<file path="src/dls_pkg.sv">
// Constants for the DSL link supervisor and loop/pattern test logic.
// Assumes a single 125 MHz clock; timers run on a 1 ms tick.
package dls_pkg;
  localparam int unsigned CLK_MHZ        = 125;
  localparam int unsigned TICK_US        = 1000;
  localparam int unsigned TICK_CYC       = CLK_MHZ * TICK_US;
  localparam int unsigned MS_PER_S       = 1000;
  // Restart limits and pattern validity, in seconds
  localparam int unsigned STARTUP_S      = 50;
  localparam int unsigned DATA_S         = 4;
  localparam int unsigned PATTERN_LIM_S  = 60;
  localparam int unsigned REMOTE_LIM_S   = 60;
  localparam int unsigned PAT_TIMEOUT_S  = 45;
  localparam logic [15:0] LIM_STARTUP    = 16'(STARTUP_S * MS_PER_S);
  localparam logic [15:0] LIM_DATA       = 16'(DATA_S * MS_PER_S);
  localparam logic [15:0] LIM_PATTERN    = 16'(PATTERN_LIM_S * MS_PER_S);
  localparam logic [15:0] LIM_REMOTE     = 16'(REMOTE_LIM_S * MS_PER_S);
  localparam logic [15:0] LIM_PAT_TO     = 16'(PAT_TIMEOUT_S * MS_PER_S);
  // Error indicator cadence, in ms
  localparam logic [15:0] FLASH_MS       = 16'd100;
  localparam logic [15:0] BLINK_MS       = 16'd250;
  // Register byte offsets
  localparam logic [3:0]  ADDR_CTRL      = 4'h0;
  localparam logic [3:0]  ADDR_STATUS    = 4'h4;
  localparam logic [3:0]  ADDR_IRQ_STAT  = 4'h8;
  localparam logic [3:0]  ADDR_IRQ_MASK  = 4'hc;
  // Control fields
  localparam int unsigned CTRL_LOCAL     = 0;
  localparam int unsigned CTRL_PAT       = 1;
  localparam int unsigned CTRL_PAT_ERR   = 2;
  localparam int unsigned CTRL_REMOTE    = 3;
  localparam int unsigned CTRL_W         = 4;
  // Interrupt event fields
  localparam int unsigned EV_RESTART     = 0;
  localparam int unsigned EV_CRC         = 1;
  localparam int unsigned EV_BITERR      = 2;
  localparam int unsigned EV_PAT_TO      = 3;
  localparam int unsigned EV_LINK_UP     = 4;
  localparam int unsigned EV_W           = 5;
  localparam logic [1:0]  RESP_OKAY      = 2'h0;
  localparam logic [1:0]  RESP_SLVERR    = 2'h2;
  localparam logic [8:0]  PRBS_SEED      = 9'h1ff;
  localparam logic [3:0]  PRBS_FILL      = 4'h9;
  typedef enum logic [1:0] {LOOP_NONE, LOOP_M1, LOOP_M2} dls_loop_e;
  typedef enum logic {LINK_STARTUP, LINK_DATA} dls_link_e;
endpackage

</file>
<file path="src/dls_supervisor.sv">
// Link supervision, loop control and 511/511E pattern test for a DSL card.
// Bit streams are qualified by one-cycle valid strobes in the mclk domain.
//
// The implementer's own choices: register access over AXI4-Lite and the address map.
`timescale 1ns/1ns
`default_nettype none
module dls_supervisor #(
  parameter int unsigned TICK_CYCLES = dls_pkg::TICK_CYC, // mclk cycles per ms
  parameter int unsigned ERR_GAP     = 256              // 511E bits per error
) (
  input  wire logic        mclk,                  // 125 MHz clock
  input  wire logic        rst,                   // Async reset, high
  input  wire logic [3:0]  s_axi_awaddr,          // Write address
  input  wire logic        s_axi_awvalid,         // Write address valid
  output logic             s_axi_awready,         // Write address ready
  input  wire logic [31:0] s_axi_wdata,           // Write data
  input  wire logic [3:0]  s_axi_wstrb,           // Write strobes
  input  wire logic        s_axi_wvalid,          // Write data valid
  output logic             s_axi_wready,          // Write data ready
  output logic [1:0]       s_axi_bresp,           // Write response
  output logic             s_axi_bvalid,          // Write response valid
  input  wire logic        s_axi_bready,          // Write response ready
  input  wire logic [3:0]  s_axi_araddr,          // Read address
  input  wire logic        s_axi_arvalid,         // Read address valid
  output logic             s_axi_arready,         // Read address ready
  output logic [31:0]      s_axi_rdata,           // Read data
  output logic [1:0]       s_axi_rresp,           // Read response
  output logic             s_axi_rvalid,          // Read data valid
  input  wire logic        s_axi_rready,          // Read data ready
  input  wire logic        swLocalLoop,           // Panel local loop switch
  input  wire logic        dteLocalLoop,          // Terminal local loop line
  input  wire logic        swRemoteLoop,          // Panel remote loop switch
  input  wire logic        dteRemoteLoop,         // Terminal remote loop line
  input  wire logic        swPattern,             // Panel 511 switch
  input  wire logic        swPatternErr,          // Panel 511E position
  input  wire logic        remoteLoopActive,      // Unit is far end of remote loop
  input  wire logic        lineRxPkt,             // Packet received, pulse
  input  wire logic        lineRxFramed,          // Packet carried framing
  input  wire logic        crcErr,                // CRC error, pulse
  input  wire logic        lineRxValid,           // Line receive bit strobe
  input  wire logic        lineRxBit,             // Line receive bit
  input  wire logic        lineTxStrobe,          // Line transmit bit slot
  input  wire logic        dteTxValid,            // Terminal transmit strobe
  input  wire logic        dteTxBit,              // Terminal transmit bit
  output logic             lineTxValid,           // Line transmit strobe
  output logic             lineTxBit,             // Line transmit bit
  output logic             lineTxFramed,          // Bit goes through framer
  output logic             dteRxValid,            // Terminal receive strobe
  output logic             dteRxBit,              // Terminal receive bit
  output logic             clearToSend,           // CTS to terminal
  output logic             carrierDetect,         // CD to terminal
  output logic             noLinkIndicator,       // Link down lamp
  output logic             errorIndicator,        // Error lamp
  output logic             testMode,              // Test mode lamp
  output logic             remoteLoopbackRequest, // Remote loop request
  output logic             linkRestart,           // Restart pulse
  output logic             irq                    // Level interrupt
);
  import dls_pkg::*;

  localparam logic [16:0] TICK_LAST = 17'(TICK_CYCLES - 1);
  localparam logic [7:0]  GAP_LAST  = 8'(ERR_GAP - 1);

  logic [16:0]          tickCnt;
  logic                 tick;
  logic [CTRL_W-1:0]    ctrl;
  logic [EV_W-1:0]      irqStatus;
  logic [EV_W-1:0]      irqMask;
  logic [EV_W-1:0]      events;
  logic [3:0]           awAddr;
  logic [31:0]          wData;
  logic [3:0]           wStrb;
  logic                 doWrite;
  logic                 doRead;
  logic                 framedNow;
  logic [15:0]          unfrMs;
  logic [15:0]          restartLim;
  logic                 restartHit;
  dls_link_e            link;
  dls_loop_e            loopMode;
  logic                 localReq;
  logic                 localReqQ;
  logic                 patReq;
  logic                 patReqQ;
  logic                 patActive;
  logic                 patTimedOut;
  logic                 patExpire;
  logic [15:0]          patMs;
  logic [8:0]           gen;
  logic [7:0]           gapCnt;
  logic                 genBit;
  logic                 genStep;
  logic [8:0]           det;
  logic [3:0]           detFill;
  logic                 detValid;
  logic                 detBit;
  logic                 bitErr;
  logic                 crcEvt;
  logic [15:0]          lampMs;
  logic                 lampOn;
  logic                 linkUpEvt;

  // Restart limit selection by state
  function automatic logic [15:0] limit_of(input logic pat, input logic rem,
                                           input dls_link_e lk);
    if (pat) begin
      limit_of = LIM_PATTERN;
    end else if (rem) begin
      limit_of = LIM_REMOTE;
    end else if (lk == LINK_STARTUP) begin
      limit_of = LIM_STARTUP;
    end else begin
      limit_of = LIM_DATA;
    end
  endfunction

  // Free-running 1 ms tick
  always_ff @(posedge mclk or posedge rst) begin
    if (rst) begin
      tickCnt <= '0;
      tick    <= 1'b0;
    end else begin
      tick    <= (tickCnt == TICK_LAST);
      tickCnt <= (tickCnt == TICK_LAST) ? '0 : tickCnt + 17'd1;
    end
  end

  // AXI4-Lite: address and data taken in either order, response after both
  assign doWrite = !s_axi_awready && !s_axi_wready && !s_axi_bvalid;
  assign doRead  = s_axi_arvalid && s_axi_arready;

  always_ff @(posedge mclk or posedge rst) begin
    if (rst) begin
      s_axi_awready <= 1'b1;
      s_axi_wready  <= 1'b1;
      s_axi_bvalid  <= 1'b0;
      s_axi_bresp   <= RESP_OKAY;
      awAddr        <= '0;
      wData         <= '0;
      wStrb         <= '0;
    end else begin
      if (s_axi_awvalid && s_axi_awready) begin
        s_axi_awready <= 1'b0;
        awAddr        <= s_axi_awaddr;
      end
      if (s_axi_wvalid && s_axi_wready) begin
        s_axi_wready <= 1'b0;
        wData        <= s_axi_wdata;
        wStrb        <= s_axi_wstrb;
      end
      if (doWrite) begin
        s_axi_bvalid <= 1'b1;
        if (awAddr == ADDR_CTRL || awAddr == ADDR_IRQ_MASK ||
            awAddr == ADDR_STATUS || awAddr == ADDR_IRQ_STAT) begin
          s_axi_bresp <= RESP_OKAY;
        end else begin
          s_axi_bresp <= RESP_SLVERR;
        end
      end else if (s_axi_bvalid && s_axi_bready) begin
        s_axi_bvalid  <= 1'b0;
        s_axi_awready <= 1'b1;
        s_axi_wready  <= 1'b1;
      end
    end
  end

  always_ff @(posedge mclk or posedge rst) begin
    if (rst) begin
      ctrl    <= '0;
      irqMask <= '0;
    end else if (doWrite && wStrb[0]) begin
      if (awAddr == ADDR_CTRL) begin
        ctrl <= wData[CTRL_W-1:0];
      end else if (awAddr == ADDR_IRQ_MASK) begin
        irqMask <= wData[EV_W-1:0];
      end
    end
  end

  always_ff @(posedge mclk or posedge rst) begin
    if (rst) begin
      s_axi_arready <= 1'b1;
      s_axi_rvalid  <= 1'b0;
      s_axi_rdata   <= '0;
      s_axi_rresp   <= RESP_OKAY;
    end else if (doRead) begin
      s_axi_arready <= 1'b0;
      s_axi_rvalid  <= 1'b1;
      s_axi_rresp   <= RESP_OKAY;
      if (s_axi_araddr == ADDR_CTRL) begin
        s_axi_rdata <= {28'h0, ctrl};
      end else if (s_axi_araddr == ADDR_STATUS) begin
        s_axi_rdata <= {26'h0, patTimedOut, patActive, loopMode,
                        framedNow, link == LINK_DATA};
      end else if (s_axi_araddr == ADDR_IRQ_STAT) begin
        s_axi_rdata <= {27'h0, irqStatus};
      end else if (s_axi_araddr == ADDR_IRQ_MASK) begin
        s_axi_rdata <= {27'h0, irqMask};
      end else begin
        s_axi_rdata <= '0;
        s_axi_rresp <= RESP_SLVERR;
      end
    end else if (s_axi_rvalid && s_axi_rready) begin
      s_axi_rvalid  <= 1'b0;
      s_axi_arready <= 1'b1;
    end
  end

  // Sticky events; a new event wins over the read clear
  assign events = {linkUpEvt, patExpire, bitErr, crcEvt, restartHit};

  always_ff @(posedge mclk or posedge rst) begin
    if (rst) begin
      irqStatus <= '0;
      irq       <= 1'b0;
    end else begin
      if (doRead && s_axi_araddr == ADDR_IRQ_STAT) begin
        irqStatus <= events;
      end else begin
        irqStatus <= irqStatus | events;
      end
      irq <= |(irqStatus & irqMask);
    end
  end

  // Framer status: last packet decides framed or not
  always_ff @(posedge mclk or posedge rst) begin
    if (rst) begin
      framedNow     <= 1'b0;
      clearToSend   <= 1'b0;
      carrierDetect <= 1'b0;
    end else begin
      if (lineRxPkt) begin
        framedNow <= lineRxFramed;
      end
      // Line data is invalid in mode 1, so the framer sees no frames
      clearToSend   <= framedNow && loopMode != LOOP_M1;
      carrierDetect <= framedNow && loopMode != LOOP_M1;
    end
  end

  // Consecutive unframed time, reset by any framed packet outside mode 1
  assign restartLim = limit_of(patActive, remoteLoopActive, link);
  assign restartHit = tick && (unfrMs >= restartLim - 16'd1);

  always_ff @(posedge mclk or posedge rst) begin
    if (rst) begin
      unfrMs <= '0;
    end else if (framedNow && loopMode != LOOP_M1) begin
      unfrMs <= '0;
    end else if (restartHit) begin
      unfrMs <= '0;
    end else if (tick) begin
      unfrMs <= unfrMs + 16'd1;
    end
  end

  // Link state
  assign linkUpEvt = link == LINK_STARTUP && framedNow && loopMode != LOOP_M1;

  always_ff @(posedge mclk or posedge rst) begin
    if (rst) begin
      link            <= LINK_STARTUP;
      linkRestart     <= 1'b0;
      noLinkIndicator <= 1'b1;
    end else begin
      linkRestart <= restartHit;
      if (restartHit) begin
        link <= LINK_STARTUP;
      end else if (loopMode == LOOP_M1 && !localReq) begin
        link <= LINK_STARTUP;
      end else if (linkUpEvt) begin
        link <= LINK_DATA;
      end
      noLinkIndicator <= link == LINK_STARTUP;
    end
  end

  // Loop control requests
  assign localReq = swLocalLoop || dteLocalLoop || ctrl[CTRL_LOCAL];
  assign patReq   = swPattern || ctrl[CTRL_PAT];

  always_ff @(posedge mclk or posedge rst) begin
    if (rst) begin
      localReqQ <= 1'b0;
      loopMode  <= LOOP_NONE;
    end else begin
      localReqQ <= localReq;
      if (!localReq) begin
        loopMode <= LOOP_NONE;
      end else if (!localReqQ) begin
        loopMode <= (link == LINK_DATA) ? LOOP_M2 : LOOP_M1;
      end
    end
  end

  always_ff @(posedge mclk or posedge rst) begin
    if (rst) begin
      remoteLoopbackRequest <= 1'b0;
      testMode              <= 1'b0;
    end else begin
      remoteLoopbackRequest <= swRemoteLoop || dteRemoteLoop || ctrl[CTRL_REMOTE];
      testMode <= loopMode != LOOP_NONE || patActive || remoteLoopActive;
    end
  end

  // Pattern generator enable and validity timer
  assign patExpire = patActive && tick && (patMs >= LIM_PAT_TO - 16'd1);

  always_ff @(posedge mclk or posedge rst) begin
    if (rst) begin
      patReqQ     <= 1'b0;
      patActive   <= 1'b0;
      patTimedOut <= 1'b0;
      patMs       <= '0;
    end else begin
      patReqQ <= patReq;
      if (!patReq) begin
        patActive   <= 1'b0;
        patTimedOut <= 1'b0;
      end else if (loopMode == LOOP_M2) begin
        patActive <= 1'b0;
      end else if (!patReqQ) begin
        patActive <= 1'b1;
        patMs     <= '0;
      end else if (patExpire) begin
        patActive   <= 1'b0;
        patTimedOut <= 1'b1;
      end else if (patActive && tick) begin
        patMs <= patMs + 16'd1;
      end
    end
  end

  // 511 sequence, x^9 + x^5 + 1; 511E inverts one bit per gap
  assign genStep = patActive && lineTxStrobe;
  assign genBit  = gen[8] ^ gen[4] ^
                   ((swPatternErr || ctrl[CTRL_PAT_ERR]) && gapCnt == GAP_LAST);

  always_ff @(posedge mclk or posedge rst) begin
    if (rst) begin
      gen    <= PRBS_SEED;
      gapCnt <= '0;
    end else if (genStep) begin
      gen    <= {gen[7:0], gen[8] ^ gen[4]};
      gapCnt <= (gapCnt == GAP_LAST) ? '0 : gapCnt + 8'd1;
    end
  end

  // Detector: mode 1 takes the generator directly, else the line
  assign detValid = patActive && ((loopMode == LOOP_M1) ? genStep : lineRxValid);
  assign detBit   = (loopMode == LOOP_M1) ? genBit : lineRxBit;
  assign bitErr   = detValid && detFill == PRBS_FILL && detBit != (det[8] ^ det[4]);

  always_ff @(posedge mclk or posedge rst) begin
    if (rst) begin
      det     <= '0;
      detFill <= '0;
    end else if (!patActive) begin
      detFill <= '0;
    end else if (detValid) begin
      det <= {det[7:0], detBit};
      if (detFill != PRBS_FILL) begin
        detFill <= detFill + 4'd1;
      end
    end
  end

  // Data paths
  always_ff @(posedge mclk or posedge rst) begin
    if (rst) begin
      lineTxValid  <= 1'b0;
      lineTxBit    <= 1'b0;
      lineTxFramed <= 1'b0;
    end else if (loopMode == LOOP_M1) begin
      lineTxValid  <= 1'b0;
      lineTxBit    <= 1'b0;
      lineTxFramed <= 1'b0;
    end else if (remoteLoopActive || loopMode == LOOP_M2) begin
      lineTxValid  <= lineRxValid;
      lineTxBit    <= lineRxBit;
      lineTxFramed <= framedNow;
    end else if (patActive) begin
      lineTxValid  <= lineTxStrobe;
      lineTxBit    <= genBit;
      lineTxFramed <= 1'b0;
    end else begin
      lineTxValid  <= dteTxValid;
      lineTxBit    <= dteTxBit;
      lineTxFramed <= 1'b1;
    end
  end

  always_ff @(posedge mclk or posedge rst) begin
    if (rst) begin
      dteRxValid <= 1'b0;
      dteRxBit   <= 1'b0;
    end else if (loopMode == LOOP_M1 && patActive) begin
      dteRxValid <= 1'b0;
      dteRxBit   <= 1'b0;
    end else if (loopMode != LOOP_NONE) begin
      dteRxValid <= dteTxValid;
      dteRxBit   <= dteTxBit;
    end else begin
      // Unframed traffic never reaches the terminal
      dteRxValid <= lineRxValid && framedNow;
      dteRxBit   <= lineRxBit;
    end
  end

  // Error lamp: lit until 100 ms after the last error, steady blink after pattern timeout
  assign crcEvt = crcErr && !patActive;

  always_ff @(posedge mclk or posedge rst) begin
    if (rst) begin
      lampMs         <= '0;
      lampOn         <= 1'b0;
      errorIndicator <= 1'b0;
    end else begin
      if (patTimedOut) begin
        if (tick) begin
          lampMs <= (lampMs >= BLINK_MS - 16'd1) ? '0 : lampMs + 16'd1;
          if (lampMs >= BLINK_MS - 16'd1) begin
            lampOn <= !lampOn;
          end
        end
      end else if (crcEvt || bitErr) begin
        lampOn <= 1'b1;
        lampMs <= '0;
      end else if (lampOn && tick) begin
        // A burst of errors merges into one long flash
        lampMs <= lampMs + 16'd1;
        if (lampMs >= FLASH_MS - 16'd1) begin
          lampOn <= 1'b0;
          lampMs <= '0;
        end
      end
      errorIndicator <= lampOn;
    end
  end
endmodule
`default_nettype wire

</file>
<file path="config.mk">
export PLATFORM = sky130hd
export DESIGN_NAME = dls_supervisor
export DESIGN_NICKNAME = d
export VERILOG_FILES = /design/src/dls_pkg.sv /design/src/dls_supervisor.sv
export SDC_FILE = /design/constraint.sdc
export NUM_CORES = 1
export LEC_CHECK = 0
export BUFFER_PORTS_ARGS = -buffer_cell sky130_fd_sc_hd__buf_2
export CAP_MARGIN = 20
export CORE_ASPECT_RATIO = 1.4
export CORE_MARGIN = 2
export CORE_UTILIZATION = 53
export CTS_BUF_LIST = sky130_fd_sc_hd__clkbuf_16
export CTS_CLUSTER_SIZE = 25
export DETAILED_ROUTE_END_ITERATION = 7
export PLACE_DENSITY = 0.85
export SKIP_CTS_REPAIR_TIMING = 1
export SLEW_MARGIN = 10
export SYNTH_ARGS = -nofsm -noshare
export SYNTH_HDL_FRONTEND = slang
export SYNTH_SLANG_ARGS = --single-unit
</file>
<file path="constraint.sdc">
create_clock -name mclk -period 5.6 [get_ports mclk]
set_input_delay 1.12 -clock mclk [delete_from_list [all_inputs] [get_ports mclk]]
set_output_delay 1.12 -clock mclk [all_outputs]
set_load 0.05 [all_outputs]
</file>
==> metrics.csv <==
metric,value,unit
status,"finished, final reports clean",
drtPass1Iterations,5,
cts_max_level,4,
routed_wl,15.4,mm
maxCapViolations,0,
cts_max_path_buffers,2,
grt_max_degree,119,
tightestPinTransition,0.979,ns
rsz0062_at_grt,false,
io-pin-count,120,
syn_area,7590,um2
cp.required,5.90,ns
cts_buffers,17,
drive_above_1_share,0.201,
area_growth,12.2,%
path_class,in2reg,
synth_common_cells,"dfrtp_1 (141), nand2_1 (80), nor2_1 (79), mux2_2 (43), o21ai_0 (42)",
skew,0.0119,ns
drt-initial-drc-count,351,
dieArea,15300,um2
utilization,0.610,
final.min_clock_period,3.71,ns
cp_data_arrival_time,4.01,ns
slowest_stage,o2111ai_1,
hold_class,reg2reg,
p_clk_frac,0.329,
num_vias,5670,
fp.dieH,146,um
irDropWorstVdd,0.244,mV
io_buffers,61,
yosysSeqAreaShare,0.510,
grt_first_pass_wirelength,26.1,mm
yosys_most_used_dff,dfrtp_1,
clk_latency,0.43,ns
place.gp.congestion,0.847,
maxSlewViolCount,0,
postRouteAntennaNets,0,
slew_headroom,0.345,
switching_share,0.341,
grt_overflow,0,
wl_per_cell,15.3,um
worstHoldStart,lampOn,
seqPwrFrac,0.453,
setup_viol_count_final,0,
drc,0,
yosysMostFrequentCell,dfrtp_1,
syn_avg_cell_area,10.3,um2
n_fill_cell,1112,
cellPowerDensity,376,nW/um2
netlist.area_leader.share,0.465,
dp_hpwl,10.5,mm
initial_core_util,0.543,
min_period_over_period,0.662,
holdWs,0.437,ns
startpoint,remoteLoopActive,
synth_edf_count,0,
clkTransAtPathRegs,0.06,ns
worstSetupEndpointType,flop,
die_x,105,um
fin_setup_tns,0,ns
ys_ff_latch,154,
critPathLaunchType,input port,
core,14000,um2
hold_viol,0,
grt_pass1_vias,5586,
ys_top_cells_by_area,"dfrtp_1 (46%), mux2_2 (6.4%), dfstp_2 (4.5%), nand2_1 (4.0%), nor2_1 (3.9%)",
synth-async-reset-ratio,1.00,
vias_per_cell,5.66,
ff_latch_area,3870,um2
p_int,2.11,mW
slowest_delay,0.70,ns
grt_use_total,0.210,
std_cell_rows,51,
r2r_start,patActive,
combPwrFrac,0.218,
p_leak,4.01,nW
path_cells,buf_2 > nor2_1 > nand2_1 > inv_1 > ha_1 > nand4_1 > or4_1 > o2111ai_1 > buf_4 > a21oi_1 > o21ai_0 > o31ai_1,
cts.sink_count,154,
cts_tree,yes,
fmax,270,MHz
antenna_found_initial,1,
yosysWarnings,0,
nets,887,
crit_fanout,14,
multi_input_area,3420,um2
syn_inst,740,
p_sw,1.09,mW
cts_root_buffer,clkbuf_16,
ys_types,70,
synth_area_leader_cell,dfrtp_1,
## worst max-delay path: cells and delay by family
| kind | cells | cell delay, ns |
|---|---|---|
| fa+ha+maj | 1 | 0.17 |
| buf+inv | 3 | 0.56 |
| compound gates | 4 | 1.03 |
| simple gates | 4 | 1.12 |
## power groups by stage
stage          Clock [mW]  Combinational (mW)  Sequential (mW)
6_report             1.05               0.697             1.45
5_1_grt              1.12               0.755             1.47
4_1_cts              1.07               0.699             1.45
3_5_place_dp            0               0.688             1.47
3_3_place_gp            0               0.667             1.46
2_1_floorplan           0               0.433             1.56
## per-layer routing
layer / vias to the layer above / share of wire / track usage
li1: 2663 / - / -
met1: 2783 / 0.41 / 0.255
met2: 187 / 0.51 / 0.352
met3: 37 / 0.047 / 0.0457
met4: 0 / 0.026 / 0.104
met5: - / 0 / 0
## metrics by stage
stage | cells | setup WS [ns] | instance area (um2) | total power [mW]
floorplan | 768 | 0.352 | 7700 | 1.99
global placement | 967 | 1.61 | 7950 | 2.12
detailed placement | 967 | 1.55 | 7950 | 2.15
CTS | 999 | 1.92 | 8490 | 3.22
global route | 1001 | 1.66 | 8520 | 3.35
finish | 1001 | 1.89 | 8520 | 3.20
## cell families (layout without fill, tap and decap cells)
group                      Yosys count  count (layout)  share of synthesized area
AOI/OAI and AO/OA                  128             128                      0.113
xor gates and xnor gates            44              44                     0.0508
adders and majority gates           19              19                     0.0313
buffers and inverters               74             121                     0.0532
DFF                                154             154                      0.510
muxes                               46              46                     0.0677
other                                2              31                   0.000989
and+or+nand+nor                    273             273                      0.173
## path summary, 6_finish.rpt
path	endpoint	slack, ns	cells after the start
setup / recovery	unfrMs[5]	1.89	12
hold / removal	errorIndicator	0.44	0
setup reg to reg	unfrMs[5]	2.04	11
hold reg to reg	errorIndicator	0.44	0
max in group asynchronous	s_axi_awready	3.74	4
min in group asynchronous	patMs[11]	0.65	2
## cells in the final DEF, fill, tap and decap left out, types with 5 or more instances in the layout
| master | count |
|---|---|
| buf_2 | 61 |
| and3_1 | 15 |
| or3_1 | 6 |
| ha_1 | 19 |
| o31ai_1 | 5 |
| nand3_1 | 31 |
| a22o_1 | 11 |
| a22oi_1 | 6 |
| nand2b_1 | 5 |
| xor2_1 | 26 |
| conb_1 | 30 |
| nand4_1 | 9 |
| xnor2_1 | 18 |
| nor2b_1 | 9 |
| inv_6 | 7 |
| o21ai_0 | 42 |
| a31oi_1 | 5 |
| dfrtp_1 | 141 |
| nor4_1 | 7 |
| nand2_1 | 80 |
| a21oi_1 | 20 |
| nor3_1 | 8 |
| dfstp_2 | 13 |
| inv_1 | 22 |
| mux2_2 | 43 |
| clkbuf_16 | 17 |
| nor2_1 | 79 |
## flip-flops by register name (all words and copies together) (netlist names), 2 cells and up
name / cells
lampMs: 16
gapCnt: 8
wData: 5
tickCnt: 17
patMs: 16
ctrl: 4
unfrMs: 16
s_axi_rdata: 6
irqStatus: 5
detFill: 4
awAddr: 4
irqMask: 5
det: 9
gen: 9
loopMode: 2
## final cells by class
cell class | count | share of cell area
Tap cell | 185 | 0.0272
Timing Repair Buffer | 66 | 0.0426
Inverter | 23 | 0.0107
Sequential cell | 154 | 0.454
Clock inverter | 15 | 0.0135
Antenna cell | 1 | 0.000294
Multi-Input combinational cell | 540 | 0.402
Clock buffer | 17 | 0.0499
Power figures use the tool's default switching activity.
